File: config.mk
export PLATFORM = sky130hd
export DESIGN_NAME = cwd_config_word_decoder
export DESIGN_NICKNAME = d
export VERILOG_FILES = /design/src/verilog/cwd_pkg.sv /design/src/verilog/cwd_config_word_decoder.sv
export VERILOG_INCLUDE_DIRS = /design/src /design/src/verilog
export SDC_FILE = /design/constraint.sdc
export NUM_CORES = 1
export LEC_CHECK = 0
export BUFFER_PORTS_ARGS = -buffer_cell sky130_fd_sc_hd__buf_4
export CORE_AREA = 2 2 129 131
export DETAILED_ROUTE_END_ITERATION = 16
export DIE_AREA = 0 0 131 133
export MAX_ROUTING_LAYER = met4
export SYNTH_ARGS = -nofsm -noshare
export SYNTH_HDL_FRONTEND = slang
export SYNTH_SLANG_ARGS = --single-unit
File: constraint.sdc
create_clock -name sys_clk -period 5.4 [get_ports sys_clk]
set_clock_uncertainty 0.1 [all_clocks]
set_input_delay 0.27 -clock sys_clk [delete_from_list [all_inputs] [get_ports sys_clk]]
set_output_delay 0.27 -clock sys_clk [all_outputs]
set_load 0.02 [all_outputs]
File: src/verilog/cwd_map.svh
// How it works
// - bits 15-12 of the configuration word always read back as ones
// - bit 11 high enables the clock fail monitor
// - bit 10 high enables internal/external clock switchover
// - brown-out code 11 always on; 10 on except during sleep
// - brown-out code 01 follows software enable; 00 keeps brown-out off
// - bit 7 low protects data memory against readout
// - bit 6 low protects program memory against readout
// - clearing data protection while idle erases all data memory first; during an erase or delay it releases with no erase
// - clearing program protection while idle erases all program memory before release; during an erase or delay it releases with no erase
// - bit 5 high makes shared pin external reset, else input and reset idle
// - bit 4 low runs the power-up delay timer, high skips it
// - bit 3 high forces watchdog on, else software enable decides
// - codes 111/110 use rc oscillator, clock-out driven only for 111
// - code 101 internal osc with clock-out, 100 both pins are io
// - brown-out mode never enables the power-up delay timer itself
// - external reset in internal or rc mode stops the internal oscillator
// - factory trims come from a calibration word untouched by bulk erase
// - sleep-gated brown-out ignores software enable and returns on wake-up
// - enabled delay timer holds reset 64 ms after power-on or brown-out only; events during an erase or a protection write are dropped
`ifndef CWD_MAP_SVH
`define CWD_MAP_SVH
`define CWD_CFG_ADDR      32'h0000_0000
`define CWD_CAL_ADDR      32'h0000_0004
`define CWD_STAT_ADDR     32'h0000_0008
`define CWD_CTRL_ADDR     32'h0000_000C
`define CWD_CFG_RESET     16'hFFFF
`define CWD_CAL_RESET     16'h0000
`define CWD_UNIMP_MASK    16'hF000
`define CWD_FCM_BIT       11
`define CWD_SWO_BIT       10
`define CWD_BRN_HI        9
`define CWD_BRN_LO        8
`define CWD_DPROT_BIT     7
`define CWD_PPROT_BIT     6
`define CWD_XRST_BIT      5
`define CWD_PUD_BIT       4
`define CWD_WDT_BIT       3
`define CWD_OSC_HI        2
`define CWD_OSC_LO        0
`define CWD_DELAY_MS      64
`define CWD_CLK_KHZ       20000
`define CWD_DELAY_CYC     (`CWD_DELAY_MS * `CWD_CLK_KHZ)
`define CWD_ERASE_CYC     16
`endif

File: src/verilog/cwd_pkg.sv
package cwd_pkg;
  typedef enum logic [2:0] {
    CWD_OSC_LP   = 3'b000,
    CWD_OSC_XT   = 3'b001,
    CWD_OSC_HS   = 3'b010,
    CWD_OSC_EC   = 3'b011,
    CWD_OSC_IOIO = 3'b100,
    CWD_OSC_INT  = 3'b101,
    CWD_OSC_RCPIN = 3'b110,
    CWD_OSC_RC   = 3'b111
  } cwd_osc_e;
  typedef enum logic [1:0] {
    CWD_BRN_OFF   = 2'b00,
    CWD_BRN_SOFT  = 2'b01,
    CWD_BRN_NSLP  = 2'b10,
    CWD_BRN_ON    = 2'b11
  } cwd_brn_e;
  typedef enum logic [1:0] {
    CWD_ST_IDLE  = 2'b00,
    CWD_ST_ERASE = 2'b01,
    CWD_ST_DELAY = 2'b10
  } cwd_state_e;
endpackage

File: src/verilog/cwd_config_word_decoder.sv
// Chosen here: the placing of the registers and register access over AHB-Lite.
`timescale 1ns/10ps
`include "cwd_map.svh"
module cwd_config_word_decoder #(
  parameter int unsigned DELAY_CYC = `CWD_DELAY_CYC
) (
  input  wire  logic        sys_clk,
  input  wire  logic        rstn,
  input  wire  logic        hsel,
  input  wire  logic [31:0] haddr,
  input  wire  logic [1:0]  htrans,
  input  wire  logic        hwrite,
  input  wire  logic [2:0]  hsize,
  input  wire  logic [31:0] hwdata,
  input  wire  logic        hready,
  output logic        [31:0] hrdata,
  output logic              hreadyout,
  output logic              hresp,
  input  wire  logic        ext_reset_in_n,
  input  wire  logic        sleep_in,
  input  wire  logic        brownout_soft_en,
  input  wire  logic        watchdog_soft_en,
  input  wire  logic        por_event,
  input  wire  logic        brownout_event,
  output logic              clock_fail_monitor_en,
  output logic              clock_switchover_en,
  output logic              brownout_reset_en,
  output logic              data_mem_protect,
  output logic              prog_mem_protect,
  output logic              data_mem_erase,
  output logic              prog_mem_erase,
  output logic              ext_reset_pin_sel,
  output logic              chip_reset_n,
  output logic              pin_io_in,
  output logic              powerup_delay_active,
  output logic              watchdog_en,
  output logic [2:0]        osc_source_sel,
  output logic              osc_clkin_used,
  output logic              osc_clkout_drive,
  output logic              osc_pins_crystal,
  output logic              internal_osc_run,
  output logic [15:0]       trim_word
);
  import cwd_pkg::*;

  // pin and async status inputs pass two flops
  logic [1:0] pin_s1_r, pin_s2_r;
  logic [1:0] evt_s1_r, evt_s2_r;
  logic       slp_s1_r, slp_s2_r;
  logic       por_d_r, brn_d_r;
  logic [15:0] cfg_r, cfg_nxt;
  logic [15:0] cal_r, cal_nxt;
  logic [31:0] addr_r, addr_nxt;
  logic        wr_r, wr_nxt, rd_r, rd_nxt;
  logic [31:0] rdata_r, rdata_nxt;
  cwd_state_e  st_r, st_nxt;
  logic [31:0] cnt_r, cnt_nxt;
  logic [1:0]  erase_r, erase_nxt;
  logic [15:0] cfg_read;

  always_ff @(posedge sys_clk) begin
    if (!rstn) begin
      pin_s1_r <= 2'h3;
      pin_s2_r <= 2'h3;
      evt_s1_r <= 2'h0;
      evt_s2_r <= 2'h0;
      slp_s1_r <= 1'h0;
      slp_s2_r <= 1'h0;
      por_d_r  <= 1'h0;
      brn_d_r  <= 1'h0;
    end else begin
      pin_s1_r <= {ext_reset_in_n, ext_reset_in_n};
      pin_s2_r <= pin_s1_r;
      evt_s1_r <= {brownout_event, por_event};
      evt_s2_r <= evt_s1_r;
      slp_s1_r <= sleep_in;
      slp_s2_r <= slp_s1_r;
      por_d_r  <= evt_s2_r[0];
      brn_d_r  <= evt_s2_r[1];
    end
  end

  function automatic logic cwd_hit(input logic [31:0] a, input logic [31:0] base);
    cwd_hit = (a[7:2] == base[7:2]);
  endfunction

  assign cfg_read = cfg_r | `CWD_UNIMP_MASK;

  // ahb-lite slave, zero wait states, always OKAY
  always_comb begin
    addr_nxt  = addr_r;
    wr_nxt    = 1'b0;
    rd_nxt    = 1'b0;
    cfg_nxt   = cfg_r;
    cal_nxt   = cal_r;
    rdata_nxt = rdata_r;
    if (hsel && hready && htrans[1]) begin
      addr_nxt = haddr;
      wr_nxt   = hwrite;
      rd_nxt   = !hwrite;
    end
    if (wr_r) begin
      if (cwd_hit(addr_r, `CWD_CFG_ADDR)) cfg_nxt = hwdata[15:0] | `CWD_UNIMP_MASK;
      if (cwd_hit(addr_r, `CWD_CAL_ADDR)) cal_nxt = hwdata[15:0];
    end
    if (hsel && hready && htrans[1] && !hwrite) begin
      if (cwd_hit(haddr, `CWD_CFG_ADDR))       rdata_nxt = {16'h0000, cfg_read};
      else if (cwd_hit(haddr, `CWD_CAL_ADDR))  rdata_nxt = {16'h0000, cal_r};
      else if (cwd_hit(haddr, `CWD_STAT_ADDR)) rdata_nxt = {26'h0, st_r, erase_r,
                                                            brownout_reset_en, watchdog_en};
      else                                      rdata_nxt = 32'h0000_0000;
    end
  end

  always_ff @(posedge sys_clk) begin
    if (!rstn) begin
      addr_r  <= 32'h0000_0000;
      wr_r    <= 1'b0;
      rd_r    <= 1'b0;
      cfg_r   <= `CWD_CFG_RESET;
      cal_r   <= `CWD_CAL_RESET;
      rdata_r <= 32'h0000_0000;
    end else begin
      addr_r  <= addr_nxt;
      wr_r    <= wr_nxt;
      rd_r    <= rd_nxt;
      cfg_r   <= cfg_nxt;
      cal_r   <= cal_nxt;
      rdata_r <= rdata_nxt;
    end
  end

  assign hrdata    = rdata_r;
  assign hreadyout = 1'b1;
  assign hresp     = 1'b0;

  // protection release: the bit goes high as the erase starts, the protect output drops after it
  logic dprot_rise, pprot_rise, rst_evt;
  assign dprot_rise = wr_r && cwd_hit(addr_r, `CWD_CFG_ADDR) && !cfg_r[`CWD_DPROT_BIT]
                      && hwdata[`CWD_DPROT_BIT];
  assign pprot_rise = wr_r && cwd_hit(addr_r, `CWD_CFG_ADDR) && !cfg_r[`CWD_PPROT_BIT]
                      && hwdata[`CWD_PPROT_BIT];
  assign rst_evt    = (evt_s2_r[0] && !por_d_r) || (evt_s2_r[1] && !brn_d_r);

  always_comb begin
    st_nxt    = st_r;
    cnt_nxt   = cnt_r;
    erase_nxt = erase_r;
    case (st_r)
      CWD_ST_IDLE: begin
        if (dprot_rise || pprot_rise) begin
          st_nxt    = CWD_ST_ERASE;
          cnt_nxt   = 32'(`CWD_ERASE_CYC);
          erase_nxt = {pprot_rise, dprot_rise};
        end else if (rst_evt && !cfg_r[`CWD_PUD_BIT]) begin
          st_nxt  = CWD_ST_DELAY;
          cnt_nxt = DELAY_CYC;
        end
      end
      CWD_ST_ERASE: begin
        if (cnt_r <= 32'h1) begin
          st_nxt    = CWD_ST_IDLE;
          erase_nxt = 2'b00;
          cnt_nxt   = 32'h0;
        end else begin
          cnt_nxt = cnt_r - 32'h1;
        end
      end
      CWD_ST_DELAY: begin
        if (rst_evt) cnt_nxt = DELAY_CYC;
        else if (cnt_r <= 32'h1) begin
          st_nxt  = CWD_ST_IDLE;
          cnt_nxt = 32'h0;
        end else begin
          cnt_nxt = cnt_r - 32'h1;
        end
      end
      default: begin
        st_nxt    = CWD_ST_IDLE;
        cnt_nxt   = 32'h0;
        erase_nxt = 2'b00;
      end
    endcase
  end

  always_ff @(posedge sys_clk) begin
    if (!rstn) begin
      st_r    <= CWD_ST_IDLE;
      cnt_r   <= 32'h0;
      erase_r <= 2'b00;
    end else begin
      st_r    <= st_nxt;
      cnt_r   <= cnt_nxt;
      erase_r <= erase_nxt;
    end
  end

  // protection holds until the erase of that memory has finished
  logic dprot_r, pprot_r;
  always_ff @(posedge sys_clk) begin
    if (!rstn) begin
      dprot_r <= 1'b0;
      pprot_r <= 1'b0;
    end else begin
      dprot_r <= !cfg_r[`CWD_DPROT_BIT] || erase_r[0] || dprot_rise;
      pprot_r <= !cfg_r[`CWD_PPROT_BIT] || erase_r[1] || pprot_rise;
    end
  end

  cwd_brn_e brn_mode;
  cwd_osc_e osc_mode;
  logic     rst_pin_low;
  assign brn_mode    = cwd_brn_e'(cfg_r[`CWD_BRN_HI:`CWD_BRN_LO]);
  assign osc_mode    = cwd_osc_e'(cfg_r[`CWD_OSC_HI:`CWD_OSC_LO]);
  assign rst_pin_low = cfg_r[`CWD_XRST_BIT] && !pin_s2_r[1];

  always_comb begin
    case (brn_mode)
      CWD_BRN_ON:   brownout_reset_en = 1'b1;
      CWD_BRN_NSLP: brownout_reset_en = !slp_s2_r;
      CWD_BRN_SOFT: brownout_reset_en = brownout_soft_en;
      default:      brownout_reset_en = 1'b0;
    endcase
  end

  always_comb begin
    osc_clkin_used   = 1'b0;
    osc_clkout_drive = 1'b0;
    osc_pins_crystal = 1'b0;
    case (osc_mode)
      CWD_OSC_RC:   begin osc_clkin_used = 1'b1; osc_clkout_drive = 1'b1; end
      CWD_OSC_RCPIN: osc_clkin_used = 1'b1;
      CWD_OSC_INT:  osc_clkout_drive = 1'b1;
      CWD_OSC_IOIO: osc_clkin_used = 1'b0;
      CWD_OSC_EC:   osc_clkin_used = 1'b1;
      CWD_OSC_HS, CWD_OSC_XT, CWD_OSC_LP: begin
        osc_clkin_used   = 1'b1;
        osc_pins_crystal = 1'b1;
      end
      default:      osc_clkin_used = 1'b0;
    endcase
  end

  assign clock_fail_monitor_en = cfg_r[`CWD_FCM_BIT];
  assign clock_switchover_en   = cfg_r[`CWD_SWO_BIT];
  assign data_mem_protect      = dprot_r;
  assign prog_mem_protect      = pprot_r;
  assign data_mem_erase        = erase_r[0];
  assign prog_mem_erase        = erase_r[1];
  assign ext_reset_pin_sel     = cfg_r[`CWD_XRST_BIT];
  assign pin_io_in             = pin_s2_r[0];
  assign chip_reset_n          = !rst_pin_low && (st_r != CWD_ST_DELAY);
  assign powerup_delay_active  = (st_r == CWD_ST_DELAY);
  assign watchdog_en           = cfg_r[`CWD_WDT_BIT] || watchdog_soft_en;
  assign osc_source_sel        = cfg_r[`CWD_OSC_HI:`CWD_OSC_LO];
  assign internal_osc_run      = !(rst_pin_low && (osc_mode == CWD_OSC_INT ||
                                   osc_mode == CWD_OSC_IOIO || osc_mode == CWD_OSC_RC ||
                                   osc_mode == CWD_OSC_RCPIN));
  assign trim_word             = cal_r;

endmodule // cwd_config_word_decoder

* Yosys cells after proc, flatten, opt, wreduce, memory -nomap -nowiden *
Cells that the tools add are included.

word-level totals
  register bits after elaboration = 117
  input bits = 80
  output and inout port bits = 69

cells by class
  $add $sub $neg = 1
  $lt $le $gt $ge = 1
  equality and inequality tests = 20
  muxes and demuxes = 20
  bitwise gates (word level) = 1
  reduce and logical (&&, ||, !) cells = 46

operator list
  operator                                                         count
  two-way mux 32 bit                                               4
  one-hot mux 32 bit (3 select lines)                              1
  less-or-equal comparator 32 x 1 -> 1 bit, second input constant  1
  two-way mux 16 bit                                               2
  subtractor 32 x 1 -> 32 bit, second input constant               1
  logical AND 1 bit                                                14
  equality test 3 bit, second input constant                       4
  equality test 6 x 1 -> 1 bit, second input constant              2
  logical NOT 6 bit                                                2
  two-way mux 2 bit                                                6
  one-hot mux 2 bit (3 select lines)                               2
  logical NOT 1 bit                                                10
  logical OR 1 bit                                                 10
  != test 2 bit, second input constant                             4
  AND reduction 2 bit                                              4
  equality test 2 bit, second input constant                       3
  equality test 3 x 2 -> 1 bit, second input constant              2
  equality test 6 x 2 -> 1 bit, second input constant              1
  two-way mux 6 bit                                                1
  OR reduction 6 bit                                               1
  equality test 2 x 1 -> 1 bit, second input constant              2
  equality test 3 x 1 -> 1 bit, second input constant              1
  logical NOT 3 bit                                                1
  two-way mux 1 bit                                                3
  other kinds (7)                                                  7

* Longest topological paths before layout *
Gate-level depths: netlist of run 1.

  word-level depth = 7
  gate-level depth with buffers = 8

* Worst setup path after synthesis of run 1 *
No wires, ideal clock.

  kind = reg2reg
  from = register cnt_r[4]
  to = register cnt_r[15]
  library setup time = 119 ps
  arrival time = 2150 ps
  required time = 5181 ps
  setup slack = 3032 ps
  cell stages (with the launch flop) = 7
  period minus slack after synthesis = 2368 ps
  cell sequence = dfxtp_1 -> buf_6 -> nor4_1 -> nand4b_4 -> or4_2 -> o21a_1 -> o221a_2

on the way
  cells in the longest elaborated chain, start to end = 4
  elaborated cells on any way between the ends = 5
  those cells by class = 1 x add/sub; 1 x order compare; 3 x mux

RTL lines
  item                                                                                     line                                                            text
  start: declaration                                                                       cwd_config_word_decoder.sv:57                                   logic [31:0] cnt_r, cnt_nxt;
  start signal: assignment                                                                 cwd_config_word_decoder.sv:193                                  cnt_r <= cnt_nxt;
  subtractor 32 x 1 -> 32 bit or less-or-equal comparator 32 x 1 -> 1 bit (tied branches)  n/a
  two-way mux 32 bit (*)                                                                   cwd_config_word_decoder.sv:161, cwd_config_word_decoder.sv:171
  two-way mux 32 bit                                                                       cwd_config_word_decoder.sv:170                                  if (rst_evt) cnt_nxt = DELAY_CYC;
  one-hot mux 32 bit (3 select lines) (*)                                                  cwd_config_word_decoder.sv:149                                  case (st_r)

Every way passes the cells marked *; elsewhere a longest branch is shown, timed or not.
A chain may end at the register's enable or synchronous reset.

* Worst setup path after layout of run 1 *
  from = register cnt_r[12]
  to = register cnt_r[8]

on the way
  cells in the longest elaborated chain, start to end = 4

RTL lines
  item                                          line
  less-or-equal comparator 32 x 1 -> 1 bit (*)  cwd_config_word_decoder.sv:161, cwd_config_word_decoder.sv:171
  two-way mux 32 bit (*)                        cwd_config_word_decoder.sv:161, cwd_config_word_decoder.sv:171
  two-way mux 32 bit                            cwd_config_word_decoder.sv:170
  one-hot mux 32 bit (3 select lines) (*)       cwd_config_word_decoder.sv:149

Marks and branches as above.

==> results of run 1 <==
## cell families (layout without fill, tap and decap cells)
logic type,Yosys count,in the layout,synth area share
muxes,35,35,0.0738
other,2,18,0.00158
adders and majority gates,6,6,0.0158
xor gates and xnor gates,9,9,0.0166
DFF,99,99,0.418
AOI/OAI and AO/OA,105,105,0.153
buffers and inverters,56,111,0.0649
and+or+nand+nor,223,223,0.256
## stage by stage
stage                     hold slack, ns  instances   util  power (mW)  setup WS [ns]
after CTS                        0.00422        826  0.356        2.56           2.08
after global routing              0.0233        826  0.356        2.72           1.77
after floorplan                    0.271        551      -        1.67           3.03
after global placement             0.292        810  0.337        1.87           2.20
final                             0.0155        826  0.356        2.54           2.13
after detailed placement           0.301        810  0.337        1.91           2.10
## sequential cells by signal (all words and copies together), names as in the netlist
register          flops
pin_s1_r              1
st_r                  2
slp_s2_r              1
trim_word            16
addr_r                6
por_d_r               1
brn_d_r               1
pin_s2_r              1
wr_r                  1
erase_r               2
prog_mem_protect      1
data_mem_protect      1
evt_s1_r              2
evt_s2_r              2
hrdata               16
cnt_r                32
slp_s1_r              1
cfg_r                12
## cell usage after synthesis (all sizes together), types with 4 or more instances
cell type / instances
xor2: 5
a21boi: 8
xnor2: 4
o21ai: 19
nand4b: 4
nor4: 6
and2: 16
nand2b: 14
o31ai: 9
nor2b: 32
a22oi: 6
or4: 16
or3: 10
ha: 6
mux2i: 35
a21oi: 25
or2: 7
o41ai: 4
inv: 9
clkbuf: 19
nand3: 24
buf: 27
a31oi: 4
nor3: 7
dfxtp: 99
nor2: 29
o311ai: 4
nand2: 53
## layer usage
metal  vias to the layer above  wire, um  global-route usage
li1                       2000         -                   -
met1                      1939      5490               0.187
met2                        95      5800               0.225
met3                        12       550              0.0352
met4                         0       148              0.0508
met5                         -         0                   -
## where the power goes
part | total [mW] | leakage [nW] | internal, mW | switching, mW
combinational | 1.02 | 1.41 | 0.394 | 0.625
sequential | 0.875 | 0.802 | 0.804 | 0.0716
clock | 0.650 | 0.142 | 0.373 | 0.277
## critical path, stage by stage, from the launching register on
cell and delay (ns):
dfxtp_1 0.37, or4_4 0.59, nor4_1 0.41, a31oi_1 0.39, a32oi_2 1.09, nor2_1 0.14
## final timing paths
check | startpoint | endpoint | depth (start not counted)
worst max-delay path | cnt_r[12]$_SDFFE_PN0P_ | cnt_r[8]$_SDFFE_PN0P_ | 5
worst max register to register | cnt_r[12]$_SDFFE_PN0P_ | cnt_r[8]$_SDFFE_PN0P_ | 5
worst min register to register | pin_s1_r[0]$_SDFF_PN1_ | pin_s2_r[0]$_SDFF_PN1_ | 1
worst min-delay path | ext_reset_in_n | pin_s1_r[0]$_SDFF_PN1_ | 2
## cell type report
| type | count | share of cell area |
|---|---|---|
| sequential | 99 | 0.344 |
| clock buffer | 11 | 0.0422 |
| timing repair buffer | 85 | 0.111 |
| inverter | 10 | 0.00652 |
| multi-input combinational | 396 | 0.438 |
| clock inverter | 5 | 0.0109 |
| tap | 220 | 0.0478 |
==> impl_metrics.tcl, run 1 <==
set metrics [dict create \
    clock_sinks 99 \
    grt_max_degree 77 \
    synth_area_mm2 0.00474 \
    grt_usage 0.146 \
    fill_cells 1675 \
    drive_above_1_share 0.200 \
    clockBufferDepth 2 \
    layout.cells.most_common "dfxtp_1" \
    status "complete, no violations" \
    final-setup-viol-count 0 \
    drtPass1Iterations 4 \
    multiInputGateArea_mm2 0.00252 \
    hold_viol 0 \
    p_per_area_mw_per_mm2 442 \
    placementRows 47 \
    areaGrowthSynthToFinish_pct 21.4 \
    drc 0 \
    die-area_mm2 0.0174 \
    reg2reg_slack_ns 2.13 \
    cts_setup_buffers 0 \
    drt.antenna.violating_nets 0 \
    max_freq_mhz 306 \
    synthCells 535 \
    final.period_utilization 0.606 \
    vdd_drop_max_mv 0.200 \
    clk_latency_ns 0.34 \
    cts_hold_buffers 0 \
    end_kind "register" \
    synth-seq-area-share 0.418 \
    vias 4046 \
    critPathArrivalTime_ns 3.34 \
    start_kind "register" \
    final_cell_mix "99 x dfxtp_1, 85 x buf_4, 53 x nand2_1, 35 x mux2i_1, 32 x nor2b_1" \
    h-tree-depth 3 \
    drv_slew 0 \
    die_w_um 131 \
    path_max_fanout 26 \
    tightest_slew_ns 1.26 \
    grt_pass1_vias 3951 \
    p_leak_nw 2.35 \
    rsz0062_at_grt "false" \
    cts.clk_slew.worst_paths_ns 0.06 \
    synth_edf_count 0 \
    numPortBuffers 84 \
    fp.dieH_um 133 \
    crit_type "reg -> reg" \
    cts_resized 0 \
    wl_per_cell_um 14.5 \
    final_nets 687 \
    regArea_mm2 0.00198 \
    synth_flop_cell "dfxtp_1" \
    setup_tns_ns 0 \
    synth.distinct_cells 63 \
    yosys_warnings 0 \
    design.core.area_mm2 0.0162 \
    synth_seq_cells 99 \
    drt-total-wl_um 12000 \
    antenna_found_initial 0 \
    min_path_type "in -> reg" \
    io_pins 149 \
    synth.avg_cell_area_um2 8.87 \
    grt_pass1_wl_um 19900 \
    vias_per_cell 4.90 \
    placed_area_mm2 0.00545 \
    cts_tree "done" \
    postLayoutCellArea_mm2 0.00576 \
    fin_crit_ns 3.27 \
    cts_inserted_buffers 9 \
    hpwl_um 8400 \
    synth_top_cell_area_share 0.418 \
    synthArstFlopShare 0 \
    start_util 0.293 \
    synth.area.top_cells "dfxtp_1 42%, mux2i_1 7.4%, nor2b_1 4.2%, nand2_1 4.2%, buf_4 3.6%" \
    synth.largest_area_cell "dfxtp_1" \
    routabilityCongestion 0.860 \
    n_antenna_cell 0 \
    max_slew_margin 0.161 \
    grt_overflow 0 \
    drt-initial-drc-count 189 \
    drv_cap 0 \
    root_buffer "clkbuf_16" \
    critPathRequiredTime_ns 5.47 \
]
No activity file was read; power rests on OpenSTA's default activity.
==> inputs of run 2 (changes only) <==
==> constraint.sdc (replaced) <==
create_clock -name sys_clk -period 2.88 [get_ports sys_clk]
set_clock_uncertainty 0.1 [all_clocks]
set_input_delay 0.144 -clock sys_clk [delete_from_list [all_inputs] [get_ports sys_clk]]
set_output_delay 0.144 -clock sys_clk [all_outputs]
set_load 0.02 [all_outputs]
==> impl_metrics.tcl, run 2 (synthesis gave the netlist of run 1 again) <==
set metrics [dict create \
    cts_inserted_buffers 9 \
    drt-total-wl_um 12300 \
    grt_max_degree 43 \
    rsz0062_at_grt "false" \
    cts.clk_slew.worst_paths_ns 0.07 \
    grt_pass1_vias 4076 \
    antenna_found_initial 0 \
    critPathArrivalTime_ns 2.75 \
    crit_type "reg -> reg" \
    wl_per_cell_um 14.2 \
    crit_path_start "cnt_r[12]$_SDFFE_PN0P_" \
    status "complete, no violations" \
    h-tree-depth 3 \
    drc 0 \
    vias 4204 \
    reg2reg_slack_ns 0.25 \
    largest_reg_flops 32 \
    start_kind "register" \
    design.core.area_mm2 0.0162 \
    start_util 0.293 \
    slowest_stage "or4_4" \
    cts_tree "done" \
    n_antenna_cell 0 \
    setup_tns_ns 0 \
    final_cell_mix "102 x buf_4, 99 x dfxtp_1, 53 x nand2_1, 35 x mux2i_1, 32 x nor2b_1" \
    p_per_area_mw_per_mm2 804 \
    drv_cap 0 \
    final_nets 730 \
    crit_path_max_incr_delay_ns 0.60 \
    cts_hold_buffers 25 \
    cts_resized 0 \
    path_max_fanout 15 \
    crit_chain "or4_4 -> nor4_1 -> a31oi_1 -> a32oi_2 -> buf_4 -> buf_12 -> a21oi_1" \
    fin_crit_ns 2.63 \
    clock_sinks 99 \
    cts_setup_buffers 0 \
    areaGrowthSynthToFinish_pct 29.9 \
    drt.antenna.violating_nets 0 \
    numPortBuffers 84 \
    vias_per_cell 4.84 \
    clk_latency_ns 0.35 \
    grt_overflow 0 \
    fp.dieH_um 133 \
    hold_start "rstn" \
    grt_usage 0.150 \
    root_buffer "clkbuf_16" \
    hpwl_um 8790 \
    reg2reg_depth 7 \
    r2r_end "cnt_r[25]$_SDFFE_PN0P_" \
    final-setup-viol-count 0 \
    placed_area_mm2 0.00560 \
    die-area_mm2 0.0174 \
    p_leak_nw 2.56 \
    drv_slew 0 \
    critPathRequiredTime_ns 3.00 \
    routabilityCongestion 0.797 \
    largest-register "cnt_r" \
    grt_pass1_wl_um 20300 \
    vdd_drop_max_mv 0.302 \
    placementRows 47 \
    hold_viol 0 \
    drtPass1Iterations 4 \
    layout.cells.most_common "buf_4" \
    reg2reg_from "cnt_r[12]$_SDFFE_PN0P_" \
    postLayoutCellArea_mm2 0.00616 \
    clockBufferDepth 2 \
    final.period_utilization 0.912 \
    die_w_um 131 \
    end_kind "register" \
    endpoint "cnt_r[25]$_SDFFE_PN0P_" \
    tightest_slew_ns 0.809 \
    drt-initial-drc-count 239 \
    min_path_type "in -> reg" \
    hold_ws_ns 0.0511 \
    drive_above_1_share 0.216 \
    max_slew_margin 0.458 \
    io_pins 149 \
    fill_cells 1646 \
    max_freq_mhz 381 \
]
[run 2: cell types whose count changed in the layout (fill, tap and decap cells not counted), moves of 2 or more]
cell           change
buf_4             +17
clkinv_4           -2
dlygate4sd3_1     +25
inv_6              +2
[run 2: metrics by stage]
| step | util | power, mW | std cells | worst slack [ns] |
|---|---|---|---|---|
| after floorplan | - | 3.14 | 551 | 0.512 |
| after global placement | 0.346 | 3.63 | 828 | 0.324 |
| after detailed placement | 0.346 | 3.68 | 828 | 0.276 |
| after CTS | 0.381 | 4.98 | 869 | 0.250 |
| after global routing | 0.381 | 5.29 | 869 | 0.0994 |
| final | 0.381 | 4.96 | 869 | 0.253 |
[run 2: power breakdown]
part,internal [mW],switching (mW),leakage [nW]
sequential,1.51,0.132,0.802
clock,0.708,0.558,0.151
combinational,0.855,1.20,1.60
total,3.07,1.89,2.56
[run 2: worst max-delay path: cells and delay by family, from the launching register on]
family          cells  cell delay (ns)
compound gates      3             0.69
buf+inv             2             0.34
flops               1             0.37
simple gates        2             1.01
[run 2: how the worst min path moves through the flow]
| stage | depth (start not counted) | endpoint |
|---|---|---|
| floorplan | 1 | pin_s1_r[0]$_SDFF_PN1_ |
| global placement | 2 | pin_s1_r[0]$_SDFF_PN1_ |
| CTS | 2 | cfg_r[5]$_SDFFE_PN1P_ |
| finish | 2 | cfg_r[5]$_SDFFE_PN1P_ |
| detailed placement | 2 | pin_s1_r[0]$_SDFF_PN1_ |
| global route | 2 | pin_s2_r[0]$_SDFF_PN1_ |
[run 2: cell type report]
| cell class | count | area, um2 | share of cell area |
|---|---|---|---|
| tap | 220 | 275 | 0.0447 |
| multi-input combinational | 396 | 2520 | 0.409 |
| clock buffer | 10 | 239 | 0.0388 |
| inverter | 10 | 37.5 | 0.00609 |
| timing repair buffer | 128 | 1040 | 0.168 |
| clock inverter | 6 | 71.3 | 0.0116 |
| sequential | 99 | 1980 | 0.322 |
[run 2: metal layers]
| metal | global-route usage | vias to the layer above | wire length [um] |
|---|---|---|---|
| li1 | - | 2086 | - |
| met3 | 0.0368 | 19 | 615 |
| met5 | - | - | 0 |
| met4 | 0.0520 | 0 | 186 |
| met2 | 0.244 | 108 | 6050 |
| met1 | 0.181 | 1991 | 5470 |
